### config.mk
export PLATFORM = sky130hd
export DESIGN_NAME = microprogram_address_sequencer
export DESIGN_NICKNAME = d
export VERILOG_FILES = /design/src/seq_pkg.sv /design/src/microprogram_address_sequencer.sv /design/src/seq_stack_mem.sv
export SDC_FILE = /design/constraint.sdc
export NUM_CORES = 1
export LEC_CHECK = 0
export BUFFER_PORTS_ARGS = -buffer_cell sky130_fd_sc_hd__buf_2
export CAP_MARGIN = 20
export CORE_ASPECT_RATIO = 0.75
export CORE_MARGIN = 5
export CORE_UTILIZATION = 30
export CTS_CLUSTER_DIAMETER = 40
export DETAILED_ROUTE_END_ITERATION = 10
export GPL_TIMING_DRIVEN = 0
export HOLD_SLACK_MARGIN = 0.05
export SYNTH_ARGS = -nofsm -noshare
export SYNTH_HDL_FRONTEND = slang
export SYNTH_SLANG_ARGS = --single-unit
export TNS_END_PERCENT = 30
### constraint.sdc
create_clock -name core_clk -period 8.6 [get_ports core_clk]
set_input_delay 0.43 -clock core_clk [delete_from_list [all_inputs] [get_ports core_clk]]
set_output_delay 0.43 -clock core_clk [all_outputs]
set_load 0.05 [all_outputs]
### src/seq_pkg.sv
// constants and types shared by the microprogram address sequencer
// assumes a single core clock and an active-low asynchronous reset
//
// Overview of operation
// RULE1: next address is sixteen bits wide, reaching a 64K-word control store.
// RULE2: each cycle the address comes from exactly one of four sources.
// RULE3: address register holds issued address plus one for sequential flow.
// RULE4: register/counter keeps an earlier loaded value for later address use.
// RULE5: a 33-entry stack holds return and loop addresses.
// RULE6: stack is last-in first-out; pop gives newest unpopped entry.
// RULE7: conditional branch may target any location in the full space.
// RULE8: all state updates together on the rising clock edge.
package seq_pkg;
	// ************************************************************
	// sizes
	// ************************************************************
	localparam int ADDR_W = 16;
	localparam int STACK_DEPTH = 33;
	localparam int PTR_W = 6;
	localparam logic [ADDR_W-1:0] ADDR_RESET = 16'h0000;
	localparam logic [ADDR_W-1:0] ADDR_ONE = 16'h0001;
	localparam logic [PTR_W-1:0] PTR_ZERO = 6'h00;
	localparam logic [PTR_W-1:0] PTR_ONE = 6'h01;

	// ************************************************************
	// next-address source select
	// ************************************************************
	typedef enum logic [1:0] {
		SRC_COUNTER = 2'h0,
		SRC_DIRECT = 2'h1,
		SRC_REGCNT = 2'h2,
		SRC_STACK = 2'h3
	} src_sel_t;

	// stack action
	typedef enum logic [1:0] {
		STK_HOLD = 2'h0,
		STK_PUSH = 2'h1,
		STK_POP = 2'h2,
		STK_CLEAR = 2'h3
	} stk_op_t;
endpackage

### src/microprogram_address_sequencer.sv
// microprogram address sequencer: four-source next-address mux with
// incrementing address register, register/counter and a deep LIFO stack
// assumes the control store and pipeline register sit outside and that
// the microword decoder supplies source select, stack and counter controls
`timescale 1ns/1ns
module microprogram_address_sequencer #(
	parameter int ADDR_W = seq_pkg::ADDR_W,
	parameter int STACK_DEPTH = seq_pkg::STACK_DEPTH
) (
	// clock and reset
	input wire logic core_clk,
	input wire logic rstn,
	// microword controls
	input wire seq_pkg::src_sel_t srcSel,
	input wire seq_pkg::stk_op_t stackOp,
	input wire logic condPass,
	input wire logic branchTaken,
	input wire logic regLoad,
	input wire logic regDecr,
	// direct input
	input wire logic [ADDR_W-1:0] directAddr,
	// address out to control store
	output logic [ADDR_W-1:0] nextAddr,
	// status
	output logic regZero,
	output logic stackFull,
	output logic stackEmpty,
	output logic [ADDR_W-1:0] stackTop
);
	localparam int PW = seq_pkg::PTR_W;

	// ************************************************************
	// state
	// ************************************************************
	logic [ADDR_W-1:0] counter_reg, counter_next;
	logic [ADDR_W-1:0] regCnt_reg, regCnt_next;
	logic [PW-1:0] depth_reg, depth_next;
	logic [ADDR_W-1:0] top_reg, top_next;
	logic [ADDR_W-1:0] addrMux;
	logic memWrEn;
	logic [PW-1:0] memWrAddr;
	logic [PW-1:0] memRdAddr;
	logic [ADDR_W-1:0] memRdData;
	logic popPending_reg, popPending_next;
	logic [ADDR_W-1:0] topLive;

	// ************************************************************
	// next-address selection
	// ************************************************************
	// a failed condition falls back to sequential flow
	always_comb begin
		addrMux = counter_reg;
		if (condPass) begin
			unique case (srcSel)
				seq_pkg::SRC_COUNTER: addrMux = counter_reg; // see RULE2
				seq_pkg::SRC_DIRECT: addrMux = directAddr; // see RULE7
				seq_pkg::SRC_REGCNT: addrMux = regCnt_reg; // see RULE4
				seq_pkg::SRC_STACK: addrMux = topLive; // see RULE6
			endcase
		end
	end
	assign nextAddr = addrMux; // see RULE1

	// ************************************************************
	// address register and register/counter
	// ************************************************************
	always_comb begin
		counter_next = addrMux + seq_pkg::ADDR_ONE; // see RULE3
		regCnt_next = regCnt_reg;
		if (regLoad) begin
			regCnt_next = directAddr; // see RULE4
		end else if (regDecr && regCnt_reg != seq_pkg::ADDR_RESET) begin
			regCnt_next = regCnt_reg - seq_pkg::ADDR_ONE;
		end
	end
	assign regZero = (regCnt_reg == seq_pkg::ADDR_RESET);

	// ************************************************************
	// stack: top lives in a register, deeper entries in memory
	// ************************************************************
	// memory read is registered, so a pop refills the top one cycle late
	assign topLive = popPending_reg ? memRdData : top_reg;
	assign stackFull = (depth_reg == PW'(STACK_DEPTH));
	assign stackEmpty = (depth_reg == seq_pkg::PTR_ZERO);

	always_comb begin
		depth_next = depth_reg;
		top_next = topLive;
		memWrEn = 1'b0;
		memWrAddr = depth_reg - seq_pkg::PTR_ONE;
		memRdAddr = depth_reg - PW'(2);
		popPending_next = 1'b0;
		unique case (stackOp)
			seq_pkg::STK_PUSH: begin
				// push of the return address, overflow is refused
				if (!stackFull) begin
					depth_next = depth_reg + seq_pkg::PTR_ONE; // see RULE5
					top_next = branchTaken ? counter_reg : counter_next;
					memWrEn = !stackEmpty;
				end
			end
			seq_pkg::STK_POP: begin
				if (!stackEmpty) begin
					depth_next = depth_reg - seq_pkg::PTR_ONE; // see RULE6
					popPending_next = (depth_reg > seq_pkg::PTR_ONE);
				end
			end
			seq_pkg::STK_CLEAR: begin
				depth_next = seq_pkg::PTR_ZERO;
			end
			seq_pkg::STK_HOLD: begin
				depth_next = depth_reg;
			end
		endcase
	end

	// old top goes down into memory at slot depth-1 on a push
	seq_stack_mem #(
		.DEPTH(STACK_DEPTH),
		.WIDTH(ADDR_W),
		.PTR_W(PW)
	) u_mem (
		.core_clk(core_clk),
		.wrEn(memWrEn),
		.wrAddr(memWrAddr),
		.wrData(topLive),
		.rdAddr(memRdAddr),
		.rdData(memRdData)
	);
	assign stackTop = topLive;

	// ************************************************************
	// registers
	// ************************************************************
	always_ff @(posedge core_clk or negedge rstn) begin
		if (!rstn) begin
			counter_reg <= seq_pkg::ADDR_RESET;
			regCnt_reg <= seq_pkg::ADDR_RESET;
			depth_reg <= seq_pkg::PTR_ZERO;
			top_reg <= seq_pkg::ADDR_RESET;
			popPending_reg <= 1'b0;
		end else begin
			counter_reg <= counter_next; // see RULE8
			regCnt_reg <= regCnt_next;
			depth_reg <= depth_next;
			top_reg <= top_next;
			popPending_reg <= popPending_next;
		end
	end
endmodule

### src/seq_stack_mem.sv
// storage array for the sequencer stack
// assumes the caller never writes and reads the same slot in one cycle
`timescale 1ns/1ns
module seq_stack_mem #(
	parameter int DEPTH = 33,
	parameter int WIDTH = 16,
	parameter int PTR_W = 6
) (
	// clock
	input wire logic core_clk,
	// write side
	input wire logic wrEn,
	input wire logic [PTR_W-1:0] wrAddr,
	input wire logic [WIDTH-1:0] wrData,
	// read side
	input wire logic [PTR_W-1:0] rdAddr,
	output logic [WIDTH-1:0] rdData
);
	logic [WIDTH-1:0] mem [DEPTH];

	// no reset: contents are undefined until pushed
	always_ff @(posedge core_clk) begin
		if (wrEn) begin
			mem[wrAddr] <= wrData;
		end
		rdData <= mem[rdAddr];
	end
endmodule
==> flow_metrics.py, run 1 <==
metrics = {
    "global_route": {
        "globalRouteOverflowTotal": 0,
        "track_usage_pct": 13.9,
        "antenna_found_initial": 4,
        "grt_pass1_wl_um": 88700,
        "grt_max_degree": 37,
        "grt_pass1_vias": 12852,
    },
    "detailed_routing": {
        "drc": 0,
        "dr.pass1.iters": 5,
        "drt_iter0_drc": 1284,
        "antenna_left": 0,
        "drt_wl_total_um": 61100,
        "vias_per_cell": 5.05,
        "wl_per_cell_um": 24.0,
        "num_vias": 12859,
    },
    "placement": {
        "numPortBuffers": 58,
        "hpwlAfterDp_um": 42400,
        "gp_congestion": 0.877,
        "post-place-ws_ns": 3.03,
        "placed_cells": 2420,
    },
    "cells_and_area": {
        "stdcell_count": 2548,
        "syn2layout_area_growth_pct": 18.7,
        "drive_gt1_share_pct": 28.0,
        "nets": 1474,
        "largest-register": "u_mem.mem",
        "num_antenna_cells": 0,
        "largest_reg_flops": 528,
    },
    "timing": {
        "min_period_over_period_pct": 65.5,
        "final.min_clock_period_ns": 5.63,
        "fmax_ghz": 0.178,
        "finalMaxSlewViolations": 0,
        "hold_viol_final": 0,
        "skew_ns": 0.0184,
        "rsz0062_at_grt": "no",
        "finalSetupViolations": 0,
        "relSlewSlack_pct": 25.9,
        "tns_ns": 0,
        "setup_slack_ns": 2.97,
        "tightest_slew_ns": 1.11,
    },
    "die": {
        "die_h_um": 256,
        "io-pin-count": 61,
        "die_x_um": 338,
        "row_count": 90,
        "initial_core_util_pct": 30.1,
        "core-area_um2": 80200,
        "die_area_um2": 86400,
    },
    "setup_path": {
        "rrSetupSlack_ns": 2.97,
        "cp_data_required_time_ns": 8.91,
        "r2r_start": "depth_reg[1]$_DFFE_PN0P_",
        "critPathLaunch": "depth_reg[1]$_DFFE_PN0P_",
        "reg2reg_to": "u_mem.mem[32][7]$_DFFE_PP_",
        "max_stage_delay_ns": 0.82,
        "cpLargestDelayFamily": "buffers and inverters",
        "worst-path-buf-inv": 6,
        "start_kind": "flip-flop",
        "endpoint": "u_mem.mem[32][7]$_DFFE_PP_",
        "cp_max_fo": 10,
        "crit_type": "reg2reg",
        "crit_top_cell": "clkbuf_1",
        "arrival_ns": 5.94,
        "cp.depth": 13,
        "crit_path_top_delay_cell": "nor4_2",
        "worstPathCellList": "clkbuf_1 -> clkbuf_1 -> clkbuf_1 -> inv_1 -> ha_1 -> and3_1 -> nand2b_1 -> nand2b_1 -> clkbuf_1 -> nor3_1 -> nand3_1 -> nor4_2 -> buf_4",
        "reg2regPathDepth": 13,
        "critPathCaptureType": "flip-flop",
    },
    "synthesis": {
        "synthAdderAreaFrac_pct": 0.466,
        "synth_edf_count": 528,
        "synth_top_area_share_pct": 65.6,
        "yosysWarnings": 0,
        "async_flop_share_pct": 9.18,
        "yosys.area_share.simple_pct": 3.89,
        "synth.area.mux_share_pct": 16.6,
        "synth_compound_area_share_pct": 3.19,
        "synthesis.area_um2": 24200,
        "ys_seq_area_share_pct": 72.7,
        "synth_top_area_cell": "edfxtp_1",
        "synth_top_family_by_area": "multiplexers",
        "syn_inst": 1264,
        "ys.flop_type": "edfxtp_1",
        "yosys.cell_types.count": 59,
        "yosysMostFrequentCell": "edfxtp_1",
        "synth_area_leaders": "edfxtp_1 66%, mux4_2 15%, dfrtp_1 5.7%, dfxtp_1 1.3%, nor2_1 1.3%",
        "synth-xor-area-share_pct": 1.41,
        "synth.avg_cell_area_um2": 19.1,
        "synth_common_cells": "528 x edfxtp_1, 160 x mux4_2, 83 x nor2_1, 55 x dfrtp_1, 44 x clkbuf_1",
        "syn_nets": 1299,
        "synth_seq_cells": 599,
    },
    "pwr": {
        "ir_drop_mv": 0.185,
        "p_leak_uw": 0.00933,
        "power.density_nw_per_um2": 343,
    },
    "min_path": {
        "hp-class": "in2reg",
    },
    "clocking": {
        "cts.path.max_buffers": 3,
        "clock_sinks": 599,
        "cts_tree": "done",
        "cts_setup_buffers": 0,
        "path_clk_slew_ns": 0.06,
        "clk_latency_ns": 0.61,
        "cts.root.buffer_cell": "clkbuf_16",
        "cts-buffers-inserted": 59,
        "htree_levels": 2,
    },
    "run": {
        "maxCapViolations": 0,
    },
    "status": {
        "outcome": "finished clean",
    },
}
-- cell type report --
type	count	area [um^2]
well taps	1058	1320
plain buffers	68	302
multi-input cells	564	6270
clock buffers	72	1570
clock inverters	40	394
flip-flops and latches	599	17600
repair buffers	114	1160
inverters	33	124
fillers	7403	51500
-- layer usage --
metal  vias up  wire, um  track usage (%)
li1       5462         -                -
met1      6827     27500             20.7
met2       510     26400             19.9
met3        60      6440             5.11
met4         0       763             2.04
met5         -         0                0
-- per-stage QoR --
stage / hold WS, ns / instance area [um^2] / total power [uW] / utilization [%]
after floorplan: 0.134 / 24200 / 5880 / -
after global placement: 0.482 / 25800 / 7040 / 32.1
after detailed placement: 0.451 / 26500 / 7240 / 33.1
after CTS: 0.0507 / 28500 / 9830 / 35.6
after global routing: 0.0658 / 28700 / 10200 / 35.8
final: 0.0708 / 28700 / 9850 / 35.8
-- how the worst min path moves through the flow --
stage	start	endpoint	slack, ns	depth (start not counted)
3_3_place_gp	u_mem.mem[32][1]$_DFFE_PP_	u_mem.rdData[1]$_DFF_P_	0.48	2
4_1_cts	directAddr[3]	regCnt_reg[3]$_DFFE_PN0P_	0.05	3
5_1_grt	directAddr[1]	regCnt_reg[1]$_DFFE_PN0P_	0.07	3
3_5_place_dp	rstn	regCnt_reg[7]$_DFFE_PN0P_	0.45	1
2_1_floorplan	rstn	counter_reg[0]$_DFF_PN0_	0.13	0
6_report	directAddr[3]	regCnt_reg[3]$_DFFE_PN0P_	0.07	3
-- worst min-delay path, stage by stage --
cell	delay [ns]
buf_2	0.10
nand2_1	0.04
o21ai_0	0.06
-- cell families after synthesis --
kind of cell | count (synthesis)
flops | 599
mux | 200
simple gates | 197
compound gates | 119
buf+inv | 101
xor+xnor | 39
fa+ha+maj | 9
-- what timing repair did --
action / in CTS / in global routing
gates resized for setup: 0 / 0
hold buffers: 8 / 0
endpoints found under the hold margin: 30 / 0
-- report_power, final --
part | switching [uW] | internal (uW) | leakage (uW)
sequential | 67.0 | 3800 | 0.00551
combinational | 2250 | 1140 | 0.00287
clock | 1130 | 1460 | 0.000951
total | 3450 | 6400 | 0.00933
-- placed cells by master (no fill, tap or decap), types with 28 or more instances in the layout --
cell type	n
mux2i_1	31
edfxtp_1	528
dfrtp_1	55
clkbuf_1	54
xnor2_1	28
buf_8	37
clkbuf_16	60
a21oi_1	32
inv_1	33
nand2_1	40
nor2_1	51
nor2_2	32
mux4_2	160
buf_2	68
No activity file was read; power rests on OpenSTA's default activity.
==> run 2: changes to the inputs <==
--- a/config.mk
+++ b/config.mk
@@ -5,6 +5,7 @@
 export SDC_FILE = /design/constraint.sdc
 export NUM_CORES = 1
 export LEC_CHECK = 0
+export ABC_AREA = 1
 export BUFFER_PORTS_ARGS = -buffer_cell sky130_fd_sc_hd__buf_2
 export CAP_MARGIN = 20
 export CORE_ASPECT_RATIO = 0.75
==> constraint.sdc (replaced) <==
create_clock -name core_clk -period 4.7 [get_ports core_clk]
set_input_delay 0.235 -clock core_clk [delete_from_list [all_inputs] [get_ports core_clk]]
set_output_delay 0.235 -clock core_clk [all_outputs]
set_load 0.05 [all_outputs]
==> run 2 against run 1 <==
Compared with the run above: global-route usage up 3.6 points; sequential share of layout area down 3.7 points; clock power up 110%; hold slack better by 0.058 ns; register-to-register slack worse by 2.7 ns; design area up 6.5%; fmax up 28%; clock skew up 0.019 ns; worst setup slack worse by 2.7 ns; flip-flop and latch count unchanged.
==> flow_metrics.py, run 2 <==
metrics = {
    "status": {
        "outcome": "finished clean",
    },
    "cells_and_area": {
        "final_area_um2": 30600,
        "nets": 2370,
        "syn2layout_area_growth_pct": 21.8,
        "n_fill_cell": 7872,
        "multi_input_area_um2": 6780,
        "drive_gt1_share_pct": 14.3,
        "largest-register": "u_mem.mem",
        "stdcell_count": 3508,
        "final_util_pct": 37.0,
        "final_cell_mix": "528 x edfxtp_1, 332 x nor2_1, 324 x o21ai_0, 218 x nand2_1, 105 x nand3_1",
        "largest_reg_flops": 528,
        "regArea_um2": 17600,
        "mostFrequentLayoutCell": "edfxtp_1",
    },
    "timing": {
        "hold_viol_final": 0,
        "relSlewSlack_pct": 37.1,
        "final.min_clock_period_ns": 4.38,
        "tightest_slew_ns": 0.941,
        "tns_ns": 0,
        "min_period_over_period_pct": 93.3,
        "finalMaxSlewViolations": 0,
        "skew_ns": 0.0379,
        "finalSetupViolations": 0,
        "rsz0062_at_grt": "no",
        "fmax_ghz": 0.228,
    },
    "detailed_routing": {
        "vias_per_cell": 5.34,
        "dr.pass1.iters": 6,
        "wl_per_cell_um": 22.9,
        "drt_iter0_drc": 2678,
        "drc": 0,
        "antenna_left": 0,
        "drt_wl_total_um": 80300,
        "num_vias": 18747,
    },
    "global_route": {
        "grt_pass1_wl_um": 117000,
        "grt_max_degree": 37,
        "antenna_found_initial": 3,
        "grt_pass1_vias": 17517,
        "track_usage_pct": 17.5,
        "globalRouteOverflowTotal": 0,
    },
    "synthesis": {
        "synth_seq_cells": 599,
        "synthesis.area_um2": 25100,
        "yosysMostFrequentCell": "edfxtp_1",
        "synth.avg_cell_area_um2": 11.8,
        "synth_area_leaders": "edfxtp_1 63%, o21ai_0 6.5%, dfrtp_1 5.5%, nor2_1 5.5%, nand2_1 3.3%",
        "syn_nets": 2168,
        "synth_top_area_cell": "edfxtp_1",
        "ys_seq_area_share_pct": 70.0,
        "yosys.cell_types.count": 45,
        "yosysWarnings": 0,
        "synth_edf_count": 528,
        "async_flop_share_pct": 9.18,
        "synth_common_cells": "528 x edfxtp_1, 365 x nor2_1, 324 x o21ai_0, 219 x nand2_1, 106 x nand3_1",
        "syn_inst": 2133,
        "synth_top_area_share_pct": 63.2,
        "ys.flop_type": "edfxtp_1",
    },
    "pwr": {
        "p_leak_uw": 0.0105,
        "power.density_nw_per_um2": 706,
        "ir_drop_mv": 0.334,
    },
    "setup_path": {
        "cp.depth": 12,
        "start_kind": "flip-flop",
        "reg2regPathDepth": 12,
        "critPathCaptureType": "flip-flop",
        "cp_data_required_time_ns": 5.18,
        "worstPathCellList": "inv_1 -> clkbuf_2 -> ha_1 -> clkbuf_1 -> inv_1 -> clkbuf_1 -> clkbuf_1 -> o221ai_1 -> nand3_1 -> nand3_1 -> o211ai_1 -> nand2_1",
        "crit_top_cell": "clkbuf_1",
        "crit_type": "reg2reg",
        "max_stage_delay_ns": 0.63,
        "crit_path_top_delay_cell": "clkbuf_1",
        "cp_max_fo": 14,
        "arrival_ns": 4.86,
        "worst-path-buf-inv": 6,
        "cpLargestDelayFamily": "buffers and inverters",
    },
    "die": {
        "die_area_um2": 89500,
        "die_h_um": 260,
        "core-area_um2": 82500,
        "die_x_um": 344,
        "io-pin-count": 61,
        "row_count": 91,
        "initial_core_util_pct": 30.4,
    },
    "placement": {
        "numPortBuffers": 59,
        "gp_congestion": 0.913,
        "placed_cells": 3355,
        "hpwlAfterDp_um": 54200,
        "place_area_um2": 27800,
    },
    "clocking": {
        "clock_sinks": 599,
        "path_clk_slew_ns": 0.06,
        "cts.path.max_buffers": 3,
        "clk_latency_ns": 0.63,
        "cts.root.buffer_cell": "clkbuf_16",
        "htree_levels": 3,
        "cts-buffers-inserted": 69,
        "cts_tree": "done",
    },
    "min_path": {
        "hold_depth": 5,
        "hp-class": "in2reg",
    },
    "run": {
        "maxCapViolations": 0,
    },
}
==> run 2: cell count changes after synthesis, sizes merged, moves of 15 or more <==
cell,change
o211ai,+43
nor2,+303
o221ai,+69
xnor2,-24
nand3,+93
inv,+57
mux4,-160
clkbuf,+49
o21ai,+313
nand2,+183
mux2i,-31
o22ai,+57
buf,+15
==> run 2: routing by layer <==
| metal | wire, um | share of wire (%) | track usage (%) |
|---|---|---|---|
| met1 | 34400 | 43 | 26.3 |
| met2 | 33000 | 41 | 24.6 |
| met3 | 10700 | 13 | 4.69 |
| met4 | 2240 | 2.8 | 5.10 |
| met5 | 0 | 0 | 0 |
==> run 2: worst reg2reg max path, stage by stage (launching register included) <==
cell and delay, ns:
dfrtp_1 0.44, inv_1 0.49, clkbuf_2 0.50, ha_1 0.31, clkbuf_1 0.29, inv_1 0.18
clkbuf_1 0.59, clkbuf_1 0.64, o221ai_1 0.35, nand3_1 0.17, nand3_1 0.09, o211ai_1 0.13
nand2_1 0.08
==> run 2: repair_timing <==
item | 4_1_cts | 5_1_grt
cloned | 0 | 0
hold endpoints to repair | 48 | 0
buffers inserted | 1 | 0
setup endpoints to repair | 284 | 269
hold buffers | 24 | 0
gates resized for setup | 10 | 8
pin swaps | 1 | 0
==> run 2: kinds of logic (layout without fill, tap and decap cells) <==
logic type      Yosys count  after routing  synth area share [%]
flops                   599            599                  70.0
fa+ha+maj                 9              9                 0.449
compound gates          556            556                  13.1
xor+xnor                 14             14                 0.489
simple gates            732            732                  12.3
other cells               0              1                     0
buf+inv                 223            481                  3.68
==> run 2: power by group <==
group | switching [uW] | internal (uW)
Sequential | 146 | 7110
Clock | 2360 | 3140
Combinational | 6580 | 2240
Total | 9080 | 12500
==> run 2: worst paths after layout <==
kind                                             end                         from  slack, ns
setup / recovery             u_mem.rdData[4]$_DFF_P_     depth_reg[1]$_DFFE_PN0P_       0.32
hold / removal             regCnt_reg[0]$_DFFE_PN0P_                      regDecr       0.13
setup reg to reg             u_mem.rdData[4]$_DFF_P_     depth_reg[1]$_DFFE_PN0P_       0.32
hold reg to reg             u_mem.rdData[13]$_DFF_P_  u_mem.mem[32][13]$_DFFE_PP_       0.43
max in group asynchronous   depth_reg[5]$_DFFE_PN0P_                         rstn       3.79
min in group asynchronous       top_reg[0]$_DFF_PN0_                         rstn       0.25
==> run 2: cell type report <==
class	count	share of cell area (%)
well taps	1116	4.57
diodes	1	0.00819
multi-input cells	1311	22.2
plain buffers	130	1.88
repair buffers	133	5.23
inverters	91	1.12
clock inverters	47	1.61
flip-flops and latches	599	57.4
clock buffers	80	5.96
==> run 2: stage by stage <==
stage,total power (uW),hold slack [ns],setup WS [ns]
2_1_floorplan,12000,-0.0606,1.11
3_3_place_gp,15200,0.428,-1.06
3_5_place_dp,15800,0.370,-0.367
4_1_cts,21400,0.0978,0.0600
5_1_grt,22400,0.179,0.191
6_report,21600,0.128,0.317
==> run 3: changes to the inputs <==
--- a/config.mk
+++ b/config.mk
@@ -17,5 +17,6 @@
 export HOLD_SLACK_MARGIN = 0.05
 export SYNTH_ARGS = -nofsm -noshare
 export SYNTH_HDL_FRONTEND = slang
+export SYNTH_HIERARCHICAL = 1
 export SYNTH_SLANG_ARGS = --single-unit
 export TNS_END_PERCENT = 30
==> run 3 against run 2 <==
Compared with the run above: sequential share of layout area is 1.4 points lower; design area increased by 2.4%; critical endpoint is now u_mem/mem[2][15]$_DFFE_PP_; hold slack lost 0.026 ns; wire length grew 0.67%.
==> flow_metrics.py, run 3 <==
metrics = {
    "status": {
        "outcome": "finished clean",
    },
    "detailed_routing": {
        "wl_per_cell_um": 21.0,
        "num_vias": 18952,
        "drc": 0,
        "vias_per_cell": 4.93,
        "dr.pass1.iters": 6,
        "drt_iter0_drc": 2288,
        "antenna_left": 0,
        "drt_wl_total_um": 80800,
    },
    "setup_path": {
        "worstPathCellList": "inv_1 -> ha_1 -> inv_1 -> nor4_1 -> inv_1 -> nand2_1 -> buf_2 -> nor2_1 -> inv_1 -> nor2_1 -> nand2_1 -> nor2_2",
        "reg2regPathDepth": 12,
        "crit_path_top_delay_cell": "nor2_2",
        "critPathCaptureType": "flip-flop",
        "crit_top_cell": "inv_1",
        "arrival_ns": 3.61,
        "crit_type": "reg2reg",
        "reg2reg_to": "u_mem/mem[2][15]$_DFFE_PP_",
        "rrSetupSlack_ns": 1.31,
        "cp_data_required_time_ns": 4.92,
        "start_kind": "flip-flop",
        "cp_max_fo": 16,
        "max_stage_delay_ns": 0.90,
        "r2r_start": "depth_reg[1]$_DFFE_PN0P_",
    },
    "timing": {
        "fmax_ghz": 0.295,
        "relSlewSlack_pct": 31.6,
        "rsz0062_at_grt": "no",
        "tightest_slew_ns": 1.02,
        "finalMaxSlewViolations": 0,
        "final.min_clock_period_ns": 3.39,
        "tns_ns": 0,
        "skew_ns": 0.0245,
        "min_period_over_period_pct": 72.1,
        "finalSetupViolations": 0,
        "hold_viol_final": 0,
    },
    "cells_and_area": {
        "num_antenna_cells": 0,
        "final_util_pct": 36.3,
        "drive_gt1_share_pct": 15.6,
        "syn2layout_area_growth_pct": 19.8,
        "final_cell_mix": "874 x nand2_1, 528 x edfxtp_1, 503 x nand3_1, 105 x buf_2, 78 x clkbuf_16",
        "nets": 2676,
        "largest-register": "u_mem/mem",
        "n_fill_cell": 8428,
        "largest_reg_flops": 528,
        "mostFrequentLayoutCell": "nand2_1",
    },
    "pwr": {
        "swShare_pct": 42.9,
        "power.share.clock_pct": 26.3,
        "internal_power_uw": 12700,
        "ir_drop_mv": 0.386,
        "combPwrFrac_pct": 41.6,
        "netSwitchingPower_uw": 9540,
        "seqPwrFrac_pct": 32.1,
        "p_leak_uw": 0.0120,
        "power.density_nw_per_um2": 710,
    },
    "global_route": {
        "grt_pass1_wl_um": 117000,
        "grt_pass1_vias": 17529,
        "grt_max_degree": 37,
        "antenna_found_initial": 4,
        "globalRouteOverflowTotal": 0,
        "track_usage_pct": 17.1,
    },
    "placement": {
        "hpwlAfterDp_um": 56100,
        "gp_congestion": 0.939,
        "numPortBuffers": 59,
    },
    "min_path": {
        "hp-start": "regDecr",
        "hold_depth": 6,
        "hp-class": "in2reg",
        "min_to": "regCnt_reg[15]$_DFFE_PN0P_",
    },
    "synthesis": {
        "ys_seq_area_share_pct": 67.2,
        "syn_inst": 2448,
        "ys.flop_type": "edfxtp_1",
        "yosysMostFrequentCell": "nand2_1",
        "synth_area_leaders": "edfxtp_1 61%, nand2_1 13%, nand3_1 9.6%, dfrtp_1 5.3%, buf_6 1.4%",
        "yosysWarnings": 6,
        "synth_seq_cells": 599,
        "synth.avg_cell_area_um2": 10.7,
        "syn_nets": 2483,
        "synthesis.area_um2": 26100,
        "synth_top_area_cell": "edfxtp_1",
        "yosys.cell_types.count": 44,
        "async_flop_share_pct": 9.18,
        "synth_top_area_share_pct": 60.7,
        "synth_edf_count": 528,
        "synth_common_cells": "881 x nand2_1, 528 x edfxtp_1, 503 x nand3_1, 95 x nor2_1, 78 x inv_1",
    },
    "clocking": {
        "clock_sinks": 599,
        "path_clk_slew_ns": 0.06,
        "cts_resized": 0,
        "cts.root.buffer_cell": "clkbuf_16",
        "cts_tree": "done",
        "cts.path.max_buffers": 3,
        "htree_levels": 3,
        "cts_setup_buffers": 0,
        "cts-buffers-inserted": 76,
        "clk_latency_ns": 0.61,
        "ctsHoldBuffers": 22,
    },
    "die": {
        "die_area_um2": 93100,
        "row_count": 93,
        "die_x_um": 351,
        "die_h_um": 266,
        "core-area_um2": 86100,
        "io-pin-count": 61,
        "initial_core_util_pct": 30.3,
    },
    "run": {
        "maxCapViolations": 0,
    },
}
run 3: metal layers:
layer  GRT usage, %  routed length, um
met5              0                  0
met2           23.5              32800
met4           4.86               2130
met1           25.1              35500
met3           6.45              10400
run 3: cells by family (layout without fill, tap and decap cells):
| group | Yosys count | in the layout | synth area share (%) |
|---|---|---|---|
| and+or+nand+nor | 1528 | 1528 | 25.2 |
| DFF | 599 | 599 | 67.2 |
| buffers and inverters | 219 | 474 | 4.85 |
| AOI/OAI and AO/OA | 72 | 72 | 1.57 |
| xor gates and xnor gates | 21 | 21 | 0.704 |
| adders and majority gates | 9 | 9 | 0.431 |
run 3: worst max-delay path by stage:
| stage | from | end | slack, ns | depth (start not counted) |
|---|---|---|---|---|
| after floorplan | depth_reg[1]$_DFFE_PN0P_ | u_mem/mem[16][0]$_DFFE_PP_ | 0.94 | 12 |
| after global placement | depth_reg[1]$_DFFE_PN0P_ | u_mem/mem[15][9]$_DFFE_PP_ | 0.66 | 9 |
| after detailed placement | depth_reg[1]$_DFFE_PN0P_ | u_mem/mem[1][2]$_DFFE_PP_ | 1.36 | 12 |
| after CTS | depth_reg[1]$_DFFE_PN0P_ | u_mem/mem[1][10]$_DFFE_PP_ | 1.32 | 12 |
| after global routing | depth_reg[1]$_DFFE_PN0P_ | u_mem/mem[2][15]$_DFFE_PP_ | 1.03 | 12 |
| final | depth_reg[1]$_DFFE_PN0P_ | u_mem/mem[2][15]$_DFFE_PP_ | 1.31 | 12 |
run 3: cell type report:
cell class	count	area [um^2]	share of cell area [%]
Clock buffer	90	2000	6.38
Clock inverter	50	552	1.76
Inverter	89	344	1.10
Timing Repair Buffer	115	1100	3.51
Buffer	130	923	2.95
Multi-Input combinational cell	1630	7400	23.6
Tap cell	1140	1430	4.56
Sequential cell	599	17600	56.1
run 3: critical path: cells and delay by family, from the launching register on:
| family | cells | cell delay (ns) |
|---|---|---|
| adders and majority gates | 1 | 0.23 |
| buffers and inverters | 5 | 0.60 |
| DFF | 1 | 0.37 |
| and+or+nand+nor | 6 | 1.79 |
run 3: power groups by stage:
stage          Sequential, uW  Combinational, uW  Clock, uW
2_1_floorplan            7220               5160          0
3_3_place_gp             7310               8670          0
3_5_place_dp             7240               8970          0
4_1_cts                  7130               9030       5950
5_1_grt                  7160               9860       6210
6_report                 7130               9240       5850
run 3: metrics by stage:
stage	total power (uW)	hold slack, ns	area, um^2	worst slack [ns]	instances
after floorplan	12400	-0.0606	26100	0.943	2448
after global placement	16000	0.425	27800	0.662	3647
after detailed placement	16200	0.241	28500	1.36	3680
after CTS	22100	0.0532	31300	1.32	3842
after global routing	23200	0.120	31300	1.03	3843
final	22200	0.102	31300	1.31	3843
